===== src/design/pti_pkg.sv =====
// shared constants and types for the pci target access path
package pti_pkg;

    localparam int          PTI_NUM_FUNC    = 3;
    localparam logic [1:0]  PTI_FUNC_LAST   = 2'h2;

    // window numbers carried on the decoded request
    localparam logic [2:0]  PTI_WIN_CTRL    = 3'h1;
    localparam logic [2:0]  PTI_WIN_MEM24   = 3'h2;
    localparam logic [2:0]  PTI_WIN_MEM16   = 3'h3;
    localparam logic [2:0]  PTI_WIN_IO      = 3'h4;

    // memory windows: word address bits and the half-select bit
    localparam int          PTI_MEM_WLSB    = 2;
    localparam int          PTI_MEM_HALF    = 18;

    // byte-enable patterns
    localparam logic [3:0]  PTI_BE_FULL     = 4'hF;
    localparam logic [3:0]  PTI_BE_LO16     = 4'h3;
    localparam logic [3:0]  PTI_BE_HI16     = 4'hC;

    // io window halfword indexes: {addr[3:2], upper lane}
    localparam logic [2:0]  PTI_IO_REG_ADDR = 3'h0;
    localparam logic [2:0]  PTI_IO_REG_DATA = 3'h1;
    localparam logic [2:0]  PTI_IO_MEM_ADDR = 3'h2;
    localparam logic [2:0]  PTI_IO_MEM_CTRL = 3'h3;
    localparam logic [2:0]  PTI_IO_MEM_DLO  = 3'h4;
    localparam logic [2:0]  PTI_IO_MEM_DHI  = 3'h5;

    // field positions
    localparam int          PTI_RA_DIR_BIT  = 15;
    localparam int          PTI_MC_WE_BIT   = 0;
    localparam int          PTI_MC_WIDE_BIT = 1;
    localparam int          PTI_MC_CORE_BIT = 2;

    // reset values
    localparam logic [15:0] PTI_RST_HW      = 16'h0000;
    localparam logic [23:0] PTI_RST_MDATA   = 24'h000000;
    localparam logic [31:0] PTI_RST_WORD    = 32'h00000000;

    typedef struct packed {
        logic [1:0]  func;
        logic [2:0]  win;
        logic        is_io;
        logic        write;
        logic [23:0] addr;
        logic [3:0]  be;
        logic [31:0] wdata;
    } pti_req_t;

    typedef struct packed {
        logic        reg_dir;
        logic [14:0] reg_addr;
        logic [15:0] reg_data;
        logic [15:0] mem_addr;
        logic        mem_we;
        logic        mem_wide;
        logic        mem_core;
        logic [23:0] mem_data;
    } pti_io_st_t;

    typedef struct packed {
        logic [1:0]  func;
        logic        io;
        logic        hi;
        logic        wide;
        logic        rd;
    } pti_cur_t;

    typedef enum logic [3:0] {
        PTI_ST_IDLE = 4'b0001,
        PTI_ST_REG  = 4'b0010,
        PTI_ST_MEM  = 4'b0100,
        PTI_ST_CAP  = 4'b1000
    } pti_state_t;

endpackage : pti_pkg


===== src/design/pti_target.sv =====
// pci target access path: control window, two memory windows, indirect io window
`timescale 1ns/100ps
module pti_target
    import pti_pkg::*;
(
    input  wire logic        i_clk,
    input  wire logic        i_rst_n,
    // decoded host request, held until o_done
    input  wire logic        i_req_valid,
    input  pti_req_t         i_req,
    output logic             o_done,
    output logic             o_err,
    output logic      [31:0] o_rdata,
    // control register bus
    output logic             o_reg_req,
    output logic             o_reg_we,
    output logic      [15:0] o_reg_addr,
    output logic      [3:0]  o_reg_be,
    output logic      [31:0] o_reg_wdata,
    input  wire logic        i_reg_ack,
    input  wire logic [31:0] i_reg_rdata,
    // core memory dma port, data returns the cycle after the request
    output logic             o_mem_req,
    output logic             o_mem_we,
    output logic             o_mem_core,
    output logic             o_mem_wide,
    output logic      [15:0] o_mem_addr,
    output logic      [23:0] o_mem_wdata,
    input  wire logic [23:0] i_mem_rdata
);

    pti_state_t  state_r;
    pti_state_t  state_nxt;
    pti_cur_t    cur_r;
    pti_cur_t    cur_nxt;

    logic        done_r;
    logic        err_r;
    logic [31:0] rdata_r;
    logic        reg_req_r;
    logic        reg_we_r;
    logic [15:0] reg_addr_r;
    logic [3:0]  reg_be_r;
    logic [31:0] reg_wdata_r;
    logic        mem_req_r;
    logic        mem_we_r;
    logic        mem_core_r;
    logic        mem_wide_r;
    logic [15:0] mem_addr_r;
    logic [23:0] mem_wdata_r;

    pti_io_st_t  io_st  [PTI_NUM_FUNC];
    logic [15:0] io_rd  [PTI_NUM_FUNC];

    // request decode
    wire       take     = i_req_valid && !done_r && (state_r == PTI_ST_IDLE);
    wire       func_ok  = i_req.func <= PTI_FUNC_LAST;
    wire       win_ctrl = (i_req.win == PTI_WIN_CTRL) && !i_req.is_io;
    wire       win_m24  = (i_req.win == PTI_WIN_MEM24) && !i_req.is_io;
    wire       win_m16  = (i_req.win == PTI_WIN_MEM16) && !i_req.is_io;
    wire       win_io   = (i_req.win == PTI_WIN_IO) && i_req.is_io;
    wire       win_mem  = win_m24 || win_m16;
    wire       be_lo    = i_req.be == PTI_BE_LO16;
    wire       be_hi    = i_req.be == PTI_BE_HI16;
    wire       be_hw    = be_lo || be_hi;
    wire       be_full  = i_req.be == PTI_BE_FULL;
    wire       io_ok    = win_io && be_hw;
    wire       mem_ok   = win_mem && (be_full || be_hw);
    wire       req_ok   = func_ok && (win_ctrl || mem_ok || io_ok);
    wire [2:0] io_idx   = {i_req.addr[3:2], be_hi};
    wire [15:0] io_wd   = be_hi ? i_req.wdata[31:16] : i_req.wdata[15:0];

    // the function's indirect register set is picked once and shared by all decoding
    wire [1:0] fsel     = func_ok ? i_req.func : 2'h0;
    pti_io_st_t sel_st;
    assign sel_st = io_st[fsel];

    // io triggers: direction field decides whether a data access moves anything
    wire io_rdat  = io_ok && (io_idx == PTI_IO_REG_DATA);
    wire io_mdat  = io_ok && (io_idx == PTI_IO_MEM_DLO);
    wire go_reg_w = io_rdat && i_req.write && sel_st.reg_dir;
    wire go_reg_r = io_rdat && !i_req.write && !sel_st.reg_dir;
    wire go_mem_w = io_mdat && i_req.write && sel_st.mem_we;
    wire go_mem_r = io_mdat && !i_req.write && !sel_st.mem_we;

    wire go_reg   = (win_ctrl && func_ok) || go_reg_w || go_reg_r;
    wire go_mem   = (mem_ok && func_ok) || go_mem_w || go_mem_r;

    // direct memory window: word address and half select
    wire        dm_core = i_req.addr[PTI_MEM_HALF];
    wire [15:0] dm_addr = i_req.addr[PTI_MEM_WLSB +: 16];
    wire [23:0] dm_wd   = win_m24 ? i_req.wdata[23:0] : {8'h00, i_req.wdata[15:0]};

    // indirect register bus word: 16-bit value placed on the lane its address picks
    wire        ir_hi   = sel_st.reg_addr[1];
    wire [15:0] ir_addr = {1'b0, sel_st.reg_addr};
    wire [3:0]  ir_be   = ir_hi ? PTI_BE_HI16 : PTI_BE_LO16;
    wire [15:0] ir_wd   = go_reg_w ? io_wd : sel_st.reg_data;

    // completion data
    wire [15:0] reg_half = cur_r.hi ? i_reg_rdata[31:16] : i_reg_rdata[15:0];
    wire [23:0] mem_val  = cur_r.wide ? i_mem_rdata : {8'h00, i_mem_rdata[15:0]};
    wire        ld_reg   = (state_r == PTI_ST_REG) && i_reg_ack && cur_r.io && cur_r.rd;
    wire        ld_mem   = (state_r == PTI_ST_CAP) && cur_r.io && cur_r.rd;

    genvar gf;
    generate
        for (gf = 0; gf < PTI_NUM_FUNC; gf++) begin : g_func
            // a function's io registers only see requests addressed to it, except that function 0's also take io writes to the refused function 3
            wire sel_f = (fsel == 2'(gf));
            pti_io_regs u_io (
                .i_clk     (i_clk),
                .i_rst_n   (i_rst_n),
                .i_wr      (take && io_ok && i_req.write && sel_f),
                .i_idx     (io_idx),
                .i_wdata   (io_wd),
                .i_ld_reg  (ld_reg && (cur_r.func == 2'(gf))),
                .i_reg_val (reg_half),
                .i_ld_mem  (ld_mem && (cur_r.func == 2'(gf))),
                .i_mem_val (mem_val),
                .o_st      (io_st[gf]),
                .o_rd16    (io_rd[gf])
            );
        end
    endgenerate

    wire [15:0] io_rd_sel = io_rd[fsel];

    // next state
    always_comb begin
        state_nxt = state_r;
        cur_nxt   = cur_r;
        case (state_r)
            PTI_ST_IDLE: begin
                if (take && req_ok) begin
                    cur_nxt.func = i_req.func;
                    cur_nxt.io   = win_io;
                    cur_nxt.rd   = !i_req.write;
                    cur_nxt.hi   = win_io ? be_hi : 1'b0;
                    cur_nxt.wide = win_io ? sel_st.mem_wide : win_m24;
                    if (go_reg) begin
                        cur_nxt.hi = win_io ? ir_hi : 1'b0;
                        state_nxt  = PTI_ST_REG;
                    end else if (go_mem) begin
                        state_nxt = PTI_ST_MEM;
                    end
                end
            end
            PTI_ST_REG: begin
                if (i_reg_ack) begin
                    state_nxt = PTI_ST_IDLE;
                end
            end
            PTI_ST_MEM: begin
                state_nxt = PTI_ST_CAP;
            end
            PTI_ST_CAP: begin
                state_nxt = PTI_ST_IDLE;
            end
            default: begin
                state_nxt = PTI_ST_IDLE;
            end
        endcase
    end

    // completion pulse: io register-only accesses finish at once, transfers wait
    wire fin_now = take && (!req_ok || (!go_reg && !go_mem));
    wire fin_reg = (state_r == PTI_ST_REG) && i_reg_ack;
    wire fin_mem = state_r == PTI_ST_CAP;
    wire done_nxt = fin_now || fin_reg || fin_mem;

    logic [31:0] rdata_nxt;
    always_comb begin
        rdata_nxt = rdata_r;
        if (fin_now) begin
            rdata_nxt = (req_ok && win_io && !i_req.write) ? {io_rd_sel, io_rd_sel}
                                                            : PTI_RST_WORD;
        end else if (fin_reg) begin
            rdata_nxt = cur_r.io ? {reg_half, reg_half} : i_reg_rdata;
        end else if (fin_mem) begin
            rdata_nxt = cur_r.io ? {mem_val[15:0], mem_val[15:0]} : {8'h00, mem_val};
        end
    end

    always_ff @(posedge i_clk) begin
        if (!i_rst_n) begin
            state_r <= PTI_ST_IDLE;
            cur_r   <= '0;
            done_r  <= 1'b0;
            err_r   <= 1'b0;
            rdata_r <= PTI_RST_WORD;
        end else begin
            state_r <= state_nxt;
            cur_r   <= cur_nxt;
            done_r  <= done_nxt;
            err_r   <= fin_now && !req_ok;
            rdata_r <= rdata_nxt;
        end
    end

    // control register bus: request held until acknowledged
    always_ff @(posedge i_clk) begin
        if (!i_rst_n) begin
            reg_req_r   <= 1'b0;
            reg_we_r    <= 1'b0;
            reg_addr_r  <= PTI_RST_HW;
            reg_be_r    <= 4'h0;
            reg_wdata_r <= PTI_RST_WORD;
        end else if (take && req_ok && go_reg) begin
            reg_req_r   <= 1'b1;
            reg_we_r    <= win_io ? go_reg_w : i_req.write;
            reg_addr_r  <= win_io ? ir_addr : i_req.addr[15:0];
            reg_be_r    <= win_io ? ir_be : i_req.be;
            reg_wdata_r <= win_io ? {ir_wd, ir_wd} : i_req.wdata;
        end else if (i_reg_ack) begin
            reg_req_r <= 1'b0;
        end
    end

    // core memory port: exactly one request cycle per host word
    always_ff @(posedge i_clk) begin
        if (!i_rst_n) begin
            mem_req_r   <= 1'b0;
            mem_we_r    <= 1'b0;
            mem_core_r  <= 1'b0;
            mem_wide_r  <= 1'b0;
            mem_addr_r  <= PTI_RST_HW;
            mem_wdata_r <= PTI_RST_MDATA;
        end else begin
            mem_req_r <= take && req_ok && !go_reg && go_mem;
            if (take && req_ok && !go_reg && go_mem) begin
                mem_we_r    <= win_io ? go_mem_w : i_req.write;
                mem_core_r  <= win_io ? sel_st.mem_core : dm_core;
                mem_wide_r  <= win_io ? sel_st.mem_wide : win_m24;
                mem_addr_r  <= win_io ? sel_st.mem_addr : dm_addr;
                mem_wdata_r <= win_io ? {sel_st.mem_data[23:16], io_wd} : dm_wd;
            end
        end
    end

    assign o_done      = done_r;
    assign o_err       = err_r;
    assign o_rdata     = rdata_r;
    assign o_reg_req   = reg_req_r;
    assign o_reg_we    = reg_we_r;
    assign o_reg_addr  = reg_addr_r;
    assign o_reg_be    = reg_be_r;
    assign o_reg_wdata = reg_wdata_r;
    assign o_mem_req   = mem_req_r;
    assign o_mem_we    = mem_we_r;
    assign o_mem_core  = mem_core_r;
    assign o_mem_wide  = mem_wide_r;
    assign o_mem_addr  = mem_addr_r;
    assign o_mem_wdata = mem_wdata_r;

endmodule : pti_target


===== src/design/pti_io_regs.sv =====
// indirect address and data registers of one function's io window
`timescale 1ns/100ps
module pti_io_regs
    import pti_pkg::*;
(
    input  wire logic        i_clk,
    input  wire logic        i_rst_n,
    input  wire logic        i_wr,
    input  wire logic [2:0]  i_idx,
    input  wire logic [15:0] i_wdata,
    input  wire logic        i_ld_reg,
    input  wire logic [15:0] i_reg_val,
    input  wire logic        i_ld_mem,
    input  wire logic [23:0] i_mem_val,
    output pti_io_st_t       o_st,
    output logic      [15:0] o_rd16
);

    pti_io_st_t st_r;
    pti_io_st_t st_nxt;

    wire w_ra = i_wr && (i_idx == PTI_IO_REG_ADDR);
    wire w_rd = i_wr && (i_idx == PTI_IO_REG_DATA);
    wire w_ma = i_wr && (i_idx == PTI_IO_MEM_ADDR);
    wire w_mc = i_wr && (i_idx == PTI_IO_MEM_CTRL);
    wire w_dl = i_wr && (i_idx == PTI_IO_MEM_DLO);
    wire w_dh = i_wr && (i_idx == PTI_IO_MEM_DHI);

    always_comb begin
        st_nxt = st_r;
        if (w_ra) begin
            st_nxt.reg_dir  = i_wdata[PTI_RA_DIR_BIT];
            st_nxt.reg_addr = i_wdata[14:0];
        end
        if (w_rd) begin
            st_nxt.reg_data = i_wdata;
        end
        if (i_ld_reg) begin
            st_nxt.reg_data = i_reg_val;
        end
        if (w_ma) begin
            st_nxt.mem_addr = i_wdata;
        end
        if (w_mc) begin
            st_nxt.mem_we   = i_wdata[PTI_MC_WE_BIT];
            st_nxt.mem_wide = i_wdata[PTI_MC_WIDE_BIT];
            st_nxt.mem_core = i_wdata[PTI_MC_CORE_BIT];
        end
        if (w_dl) begin
            st_nxt.mem_data[15:0] = i_wdata;
        end
        if (w_dh) begin
            st_nxt.mem_data[23:16] = i_wdata[7:0];
        end
        if (i_ld_mem) begin
            st_nxt.mem_data = i_mem_val;
        end
    end

    always_ff @(posedge i_clk) begin
        if (!i_rst_n) begin
            st_r <= '{reg_dir: 1'b0, reg_addr: 15'h0000, reg_data: PTI_RST_HW,
                      mem_addr: PTI_RST_HW, mem_we: 1'b0, mem_wide: 1'b0,
                      mem_core: 1'b0, mem_data: PTI_RST_MDATA};
        end else begin
            st_r <= st_nxt;
        end
    end

    assign o_st = st_r;

    always_comb begin
        case (i_idx)
            PTI_IO_REG_ADDR: o_rd16 = {st_r.reg_dir, st_r.reg_addr};
            PTI_IO_REG_DATA: o_rd16 = st_r.reg_data;
            PTI_IO_MEM_ADDR: o_rd16 = st_r.mem_addr;
            PTI_IO_MEM_CTRL: o_rd16 = {13'h0000, st_r.mem_core, st_r.mem_wide, st_r.mem_we};
            PTI_IO_MEM_DLO:  o_rd16 = st_r.mem_data[15:0];
            PTI_IO_MEM_DHI:  o_rd16 = {8'h00, st_r.mem_data[23:16]};
            default:         o_rd16 = PTI_RST_HW;
        endcase
    end

endmodule : pti_io_regs


===== config.mk =====
export PLATFORM = sky130hd
export DESIGN_NAME = pti_target
export DESIGN_NICKNAME = d
export VERILOG_FILES = /design/src/design/pti_pkg.sv /design/src/design/pti_target.sv /design/src/design/pti_io_regs.sv
export SDC_FILE = /design/constraint.sdc
export NUM_CORES = 1
export LEC_CHECK = 0
export BUFFER_PORTS_ARGS = -buffer_cell sky130_fd_sc_hd__buf_2
export CORE_UTILIZATION = 35
export DETAILED_ROUTE_END_ITERATION = 8
export GPL_TIMING_DRIVEN = 0
export SYNTH_ARGS = -nofsm -noshare
export SYNTH_HDL_FRONTEND = slang
export SYNTH_SLANG_ARGS = --single-unit

===== constraint.sdc =====
create_clock -name i_clk -period 5.8 [get_ports i_clk]
set_clock_uncertainty 0.2 [all_clocks]
set_input_delay 0.58 -clock i_clk [delete_from_list [all_inputs] [get_ports i_clk]]
set_output_delay 0.58 -clock i_clk [all_outputs]
set_load 0.01 [all_outputs]

==> results.md <==
* Initial detailed-routing violation count at 2515
* First-pass GRT wire length at 161000 µm
* Num CTS Buffers at 44
* Fillers at 5824
* CTS tree: built
* Worst setup margin at between 0.9 and 1 ns
* Final ANT Viol Nets at 0
* Final hold violations at 0
* Startpoint types: input pin
* Setup TNS Final at 0 ns
* Routability cong. at between 1 and 1.5
* Core area at 56500 µm²
* Slew Viols, Final at 13
* Post-synth ARST share at 0%
* Crit path max fanout at 10
* Routed via count at 22300
* Vias in the first global route at 20800
* Cell repeated most along the worst path: buf_2
* Clk slew on worst S/H paths at about 0.06 ns
* Cell variety after synth at 83
* CP Class: in -> reg
* Rel. slew slack at -17.2%
* Post-CTS Hold Fix Bufs at 0
* Post-Route WL at 118000 µm
* Die W at 241 µm
* Final setup vio count at 0
* Drt drc at 0
* Failing checks: max-capacitance violations, max-slew violations
* CTS resizes at 0
* Placed inst area at 22400 µm²
* Status: finished, violations left
* Number of enable flip-flop cells after synthesis at 0
* Fin crit period at roughly 4.8 ns
* Clock share of power at 46.4%
* Drt via density at roughly 6.3
* Cells after Synth at 2446
* Cell row count at 87
* Post-Syn Nets at 2577
* DR WL/cell at 33.4 µm
* Placed Instances at 3460
* Sw Ratio at 28.1%
* Syn Area/Cell at about 8 µm²
* CP Capture Type: flop
* First drt pass iteration count at 8
* Largest net degree at the start of global routing at 13
* Number of post-CTS setup repair buffers at 0
* Clk buf depth at 3
* RSZ-0062 raised after global routing: false
* Internal at 4.34 mW
* Fmax achieved at about 210 MHz
* Nets at 2882
* Switching pwr at 1.69 mW
* FF+latch area at 7350 µm²
* CP arrival at slightly above 5 ns
* Dpl ws at 0.625 ns
* Starting Density at between 30 and 40%
* Worst hold path type: in -> reg
* Dominant synthesized flop cell: dfxtp_1
* Area of the multi-input gates at 11600 µm²
* Seq/Total Area, Yosys at 36.7%
* Final period util at 83.1%
* Buffers & Inverters on Critical Path at 4
* Final cell count without fillers at roughly 3500
* Crit-path cells: buf_2 -> inv_1 -> ha_1 -> nor2b_1 -> buf_2 -> o2bb2ai_1 -> mux2i_1 -> nand4_1 -> clkbuf_1 -> a211oi_1 -> o221a_2
* # H-tree levels at 2
* Combinational Power Share at 11.2%
* Tot GR Track Use at 39.9%
* Initial antenna violation count at 4
* Post-DP HPWL at 95800 µm
* Netlist Area Pre-Place at 20000 µm²
* Synthesized flop and latch total at ~370
* Area Growth Syn to Fin at 18.9%
* Fin util at 42.1%
* Clk Latency, worst-skew pair at around 0.60 ns
* PortBufs at 250
* Die area at 58200 µm²
* Slowest stage cell, crit path: a211oi_1
* Share of cells above drive strength 1 at 18.9%
* Reg power frac at 42.3%
* Root Driver: clkbuf_16
* Worst path required time at a little over 6 ns
* Slew at the pin with the worst max-slew slack at 1.73 ns
* Leak Pwr at 8.63 nW
* Pwr per Cell Area at 254 nW/µm²
* Hold slack at 0.0783 ns
* Die height at 241 µm
* Total gr overflow at 0
* I/O pin total at 259
* CP peak stage delay at 1.23 ns
* Max Cap Viol at 3
* Syn. warnings at 0
* Total power at 6.03 mW
* CTS sink count at between 300 and 400
* CP delay by family, top: compound AO/OA/AOI/OAI gates
* Final Cell Area at 23800 µm²
* Peak supply drop at 0.237 mV
final cells by class:
type / instances / area share (%)
well taps: 756 / 3.98
clock buffers: 65 / 5.55
flip-flops and latches: 367 / 30.9
inverters: 32 / 0.505
diodes: 1 / 0.0105
plain buffers: 239 / 4.18
multi-input cells: 1808 / 48.8
repair buffers: 259 / 5.72
clock inverters: 10 / 0.415
worst paths after layout:
kind	endpoint	depth (start not counted)	slack (ns)	start
hold / removal	o_reg_addr[15]	3	0.08	i_req[51]
hold reg to reg	o_mem_wdata[12]	2	0.25	o_mem_wdata[12]
setup / recovery	o_rdata[12]	11	0.98	i_req[65]
setup reg to reg	o_rdata[12]	7	1.24	g_func[0].u_io.o_st[74]
flip-flops by register name (all words and copies together) (netlist names), 4 cells and up:
name and cells:
state_r 4, o_mem_addr 16, o_reg_addr 16, o_rdata 32
o_reg_be 4, o_mem_wdata 24, o_reg_wdata 32, cur_r 6
g_func.u_io.o_st 225
power by group through the flow:
stage	Clock, mW	Sequential, mW	Combinational [mW]
global placement	0	2.61	0.634
floorplan	0	2.62	0.297
detailed placement	0	2.61	0.648
finish	2.80	2.55	0.676
CTS	2.81	2.56	0.650
global route	2.90	2.56	0.688
cells in the final DEF, fill, tap and decap left out, types with 21 or more instances in the layout:
cell type	count
a221oi_1	29
a211o_1	29
mux2i_1	165
clkbuf_16	45
mux2_2	37
clkbuf_1	176
nor3_1	21
and2_1	75
inv_1	28
dfxtp_1	367
a21oi_1	235
buf_2	307
nand2_1	324
o211ai_1	96
nor2_1	228
a211oi_1	132
o221a_2	52
o21ai_0	140
o22ai_1	26
cell usage after synthesis (8+ instances only):
master / number / area [µm²]
a211o_1: 29 / 254
a211oi_1: 133 / 998
a21oi_1: 235 / 1180
a221o_1: 12 / 120
a221oi_1: 29 / 254
a31oi_1: 15 / 93.8
and2_1: 75 / 469
buf_1: 8 / 30.0
buf_2: 57 / 285
clkbuf_1: 168 / 631
dfxtp_1: 367 / 7350
inv_1: 28 / 105
mux2_2: 37 / 417
mux2i_1: 173 / 1730
mux4_2: 14 / 315
nand2_1: 324 / 1220
nand3_1: 18 / 90.1
nand4_1: 8 / 50.1
nor2_1: 228 / 856
nor3_1: 21 / 105
nor3b_1: 8 / 60.1
o2111ai_1: 18 / 158
o211ai_1: 96 / 721
o21ai_0: 140 / 701
o21ai_1: 9 / 45.0
o221a_2: 52 / 586
o22ai_1: 26 / 163
layer usage:
metal,share of wire [%],GRT usage [%],wire length [µm]
met1,40,51.3,47800
met2,44,61.6,51700
met3,9.0,7.46,10600
met4,6.9,24.3,8160
met5,0,0,0
kinds of logic after synthesis:
family / after synthesis / synth area share, %
simple gates: 731 / 16.2
flops: 367 / 36.7
compound gates: 845 / 28.8
mux: 226 / 12.4
xor+xnor: 2 / 0.0875
fa+ha+maj: 4 / 0.250
buf+inv: 271 / 5.57
worst reg2reg max path: cells and delay by family (launching register included):
kind | cells | cell delay, ns
buffers and inverters | 1 | 0.44
AND/OR/NAND/NOR | 1 | 0.65
flip-flops | 1 | 0.41
AO/OA/AOI/OAI | 3 | 2.04
multiplexers | 2 | 0.77
No activity file was read; power rests on OpenSTA's default activity.
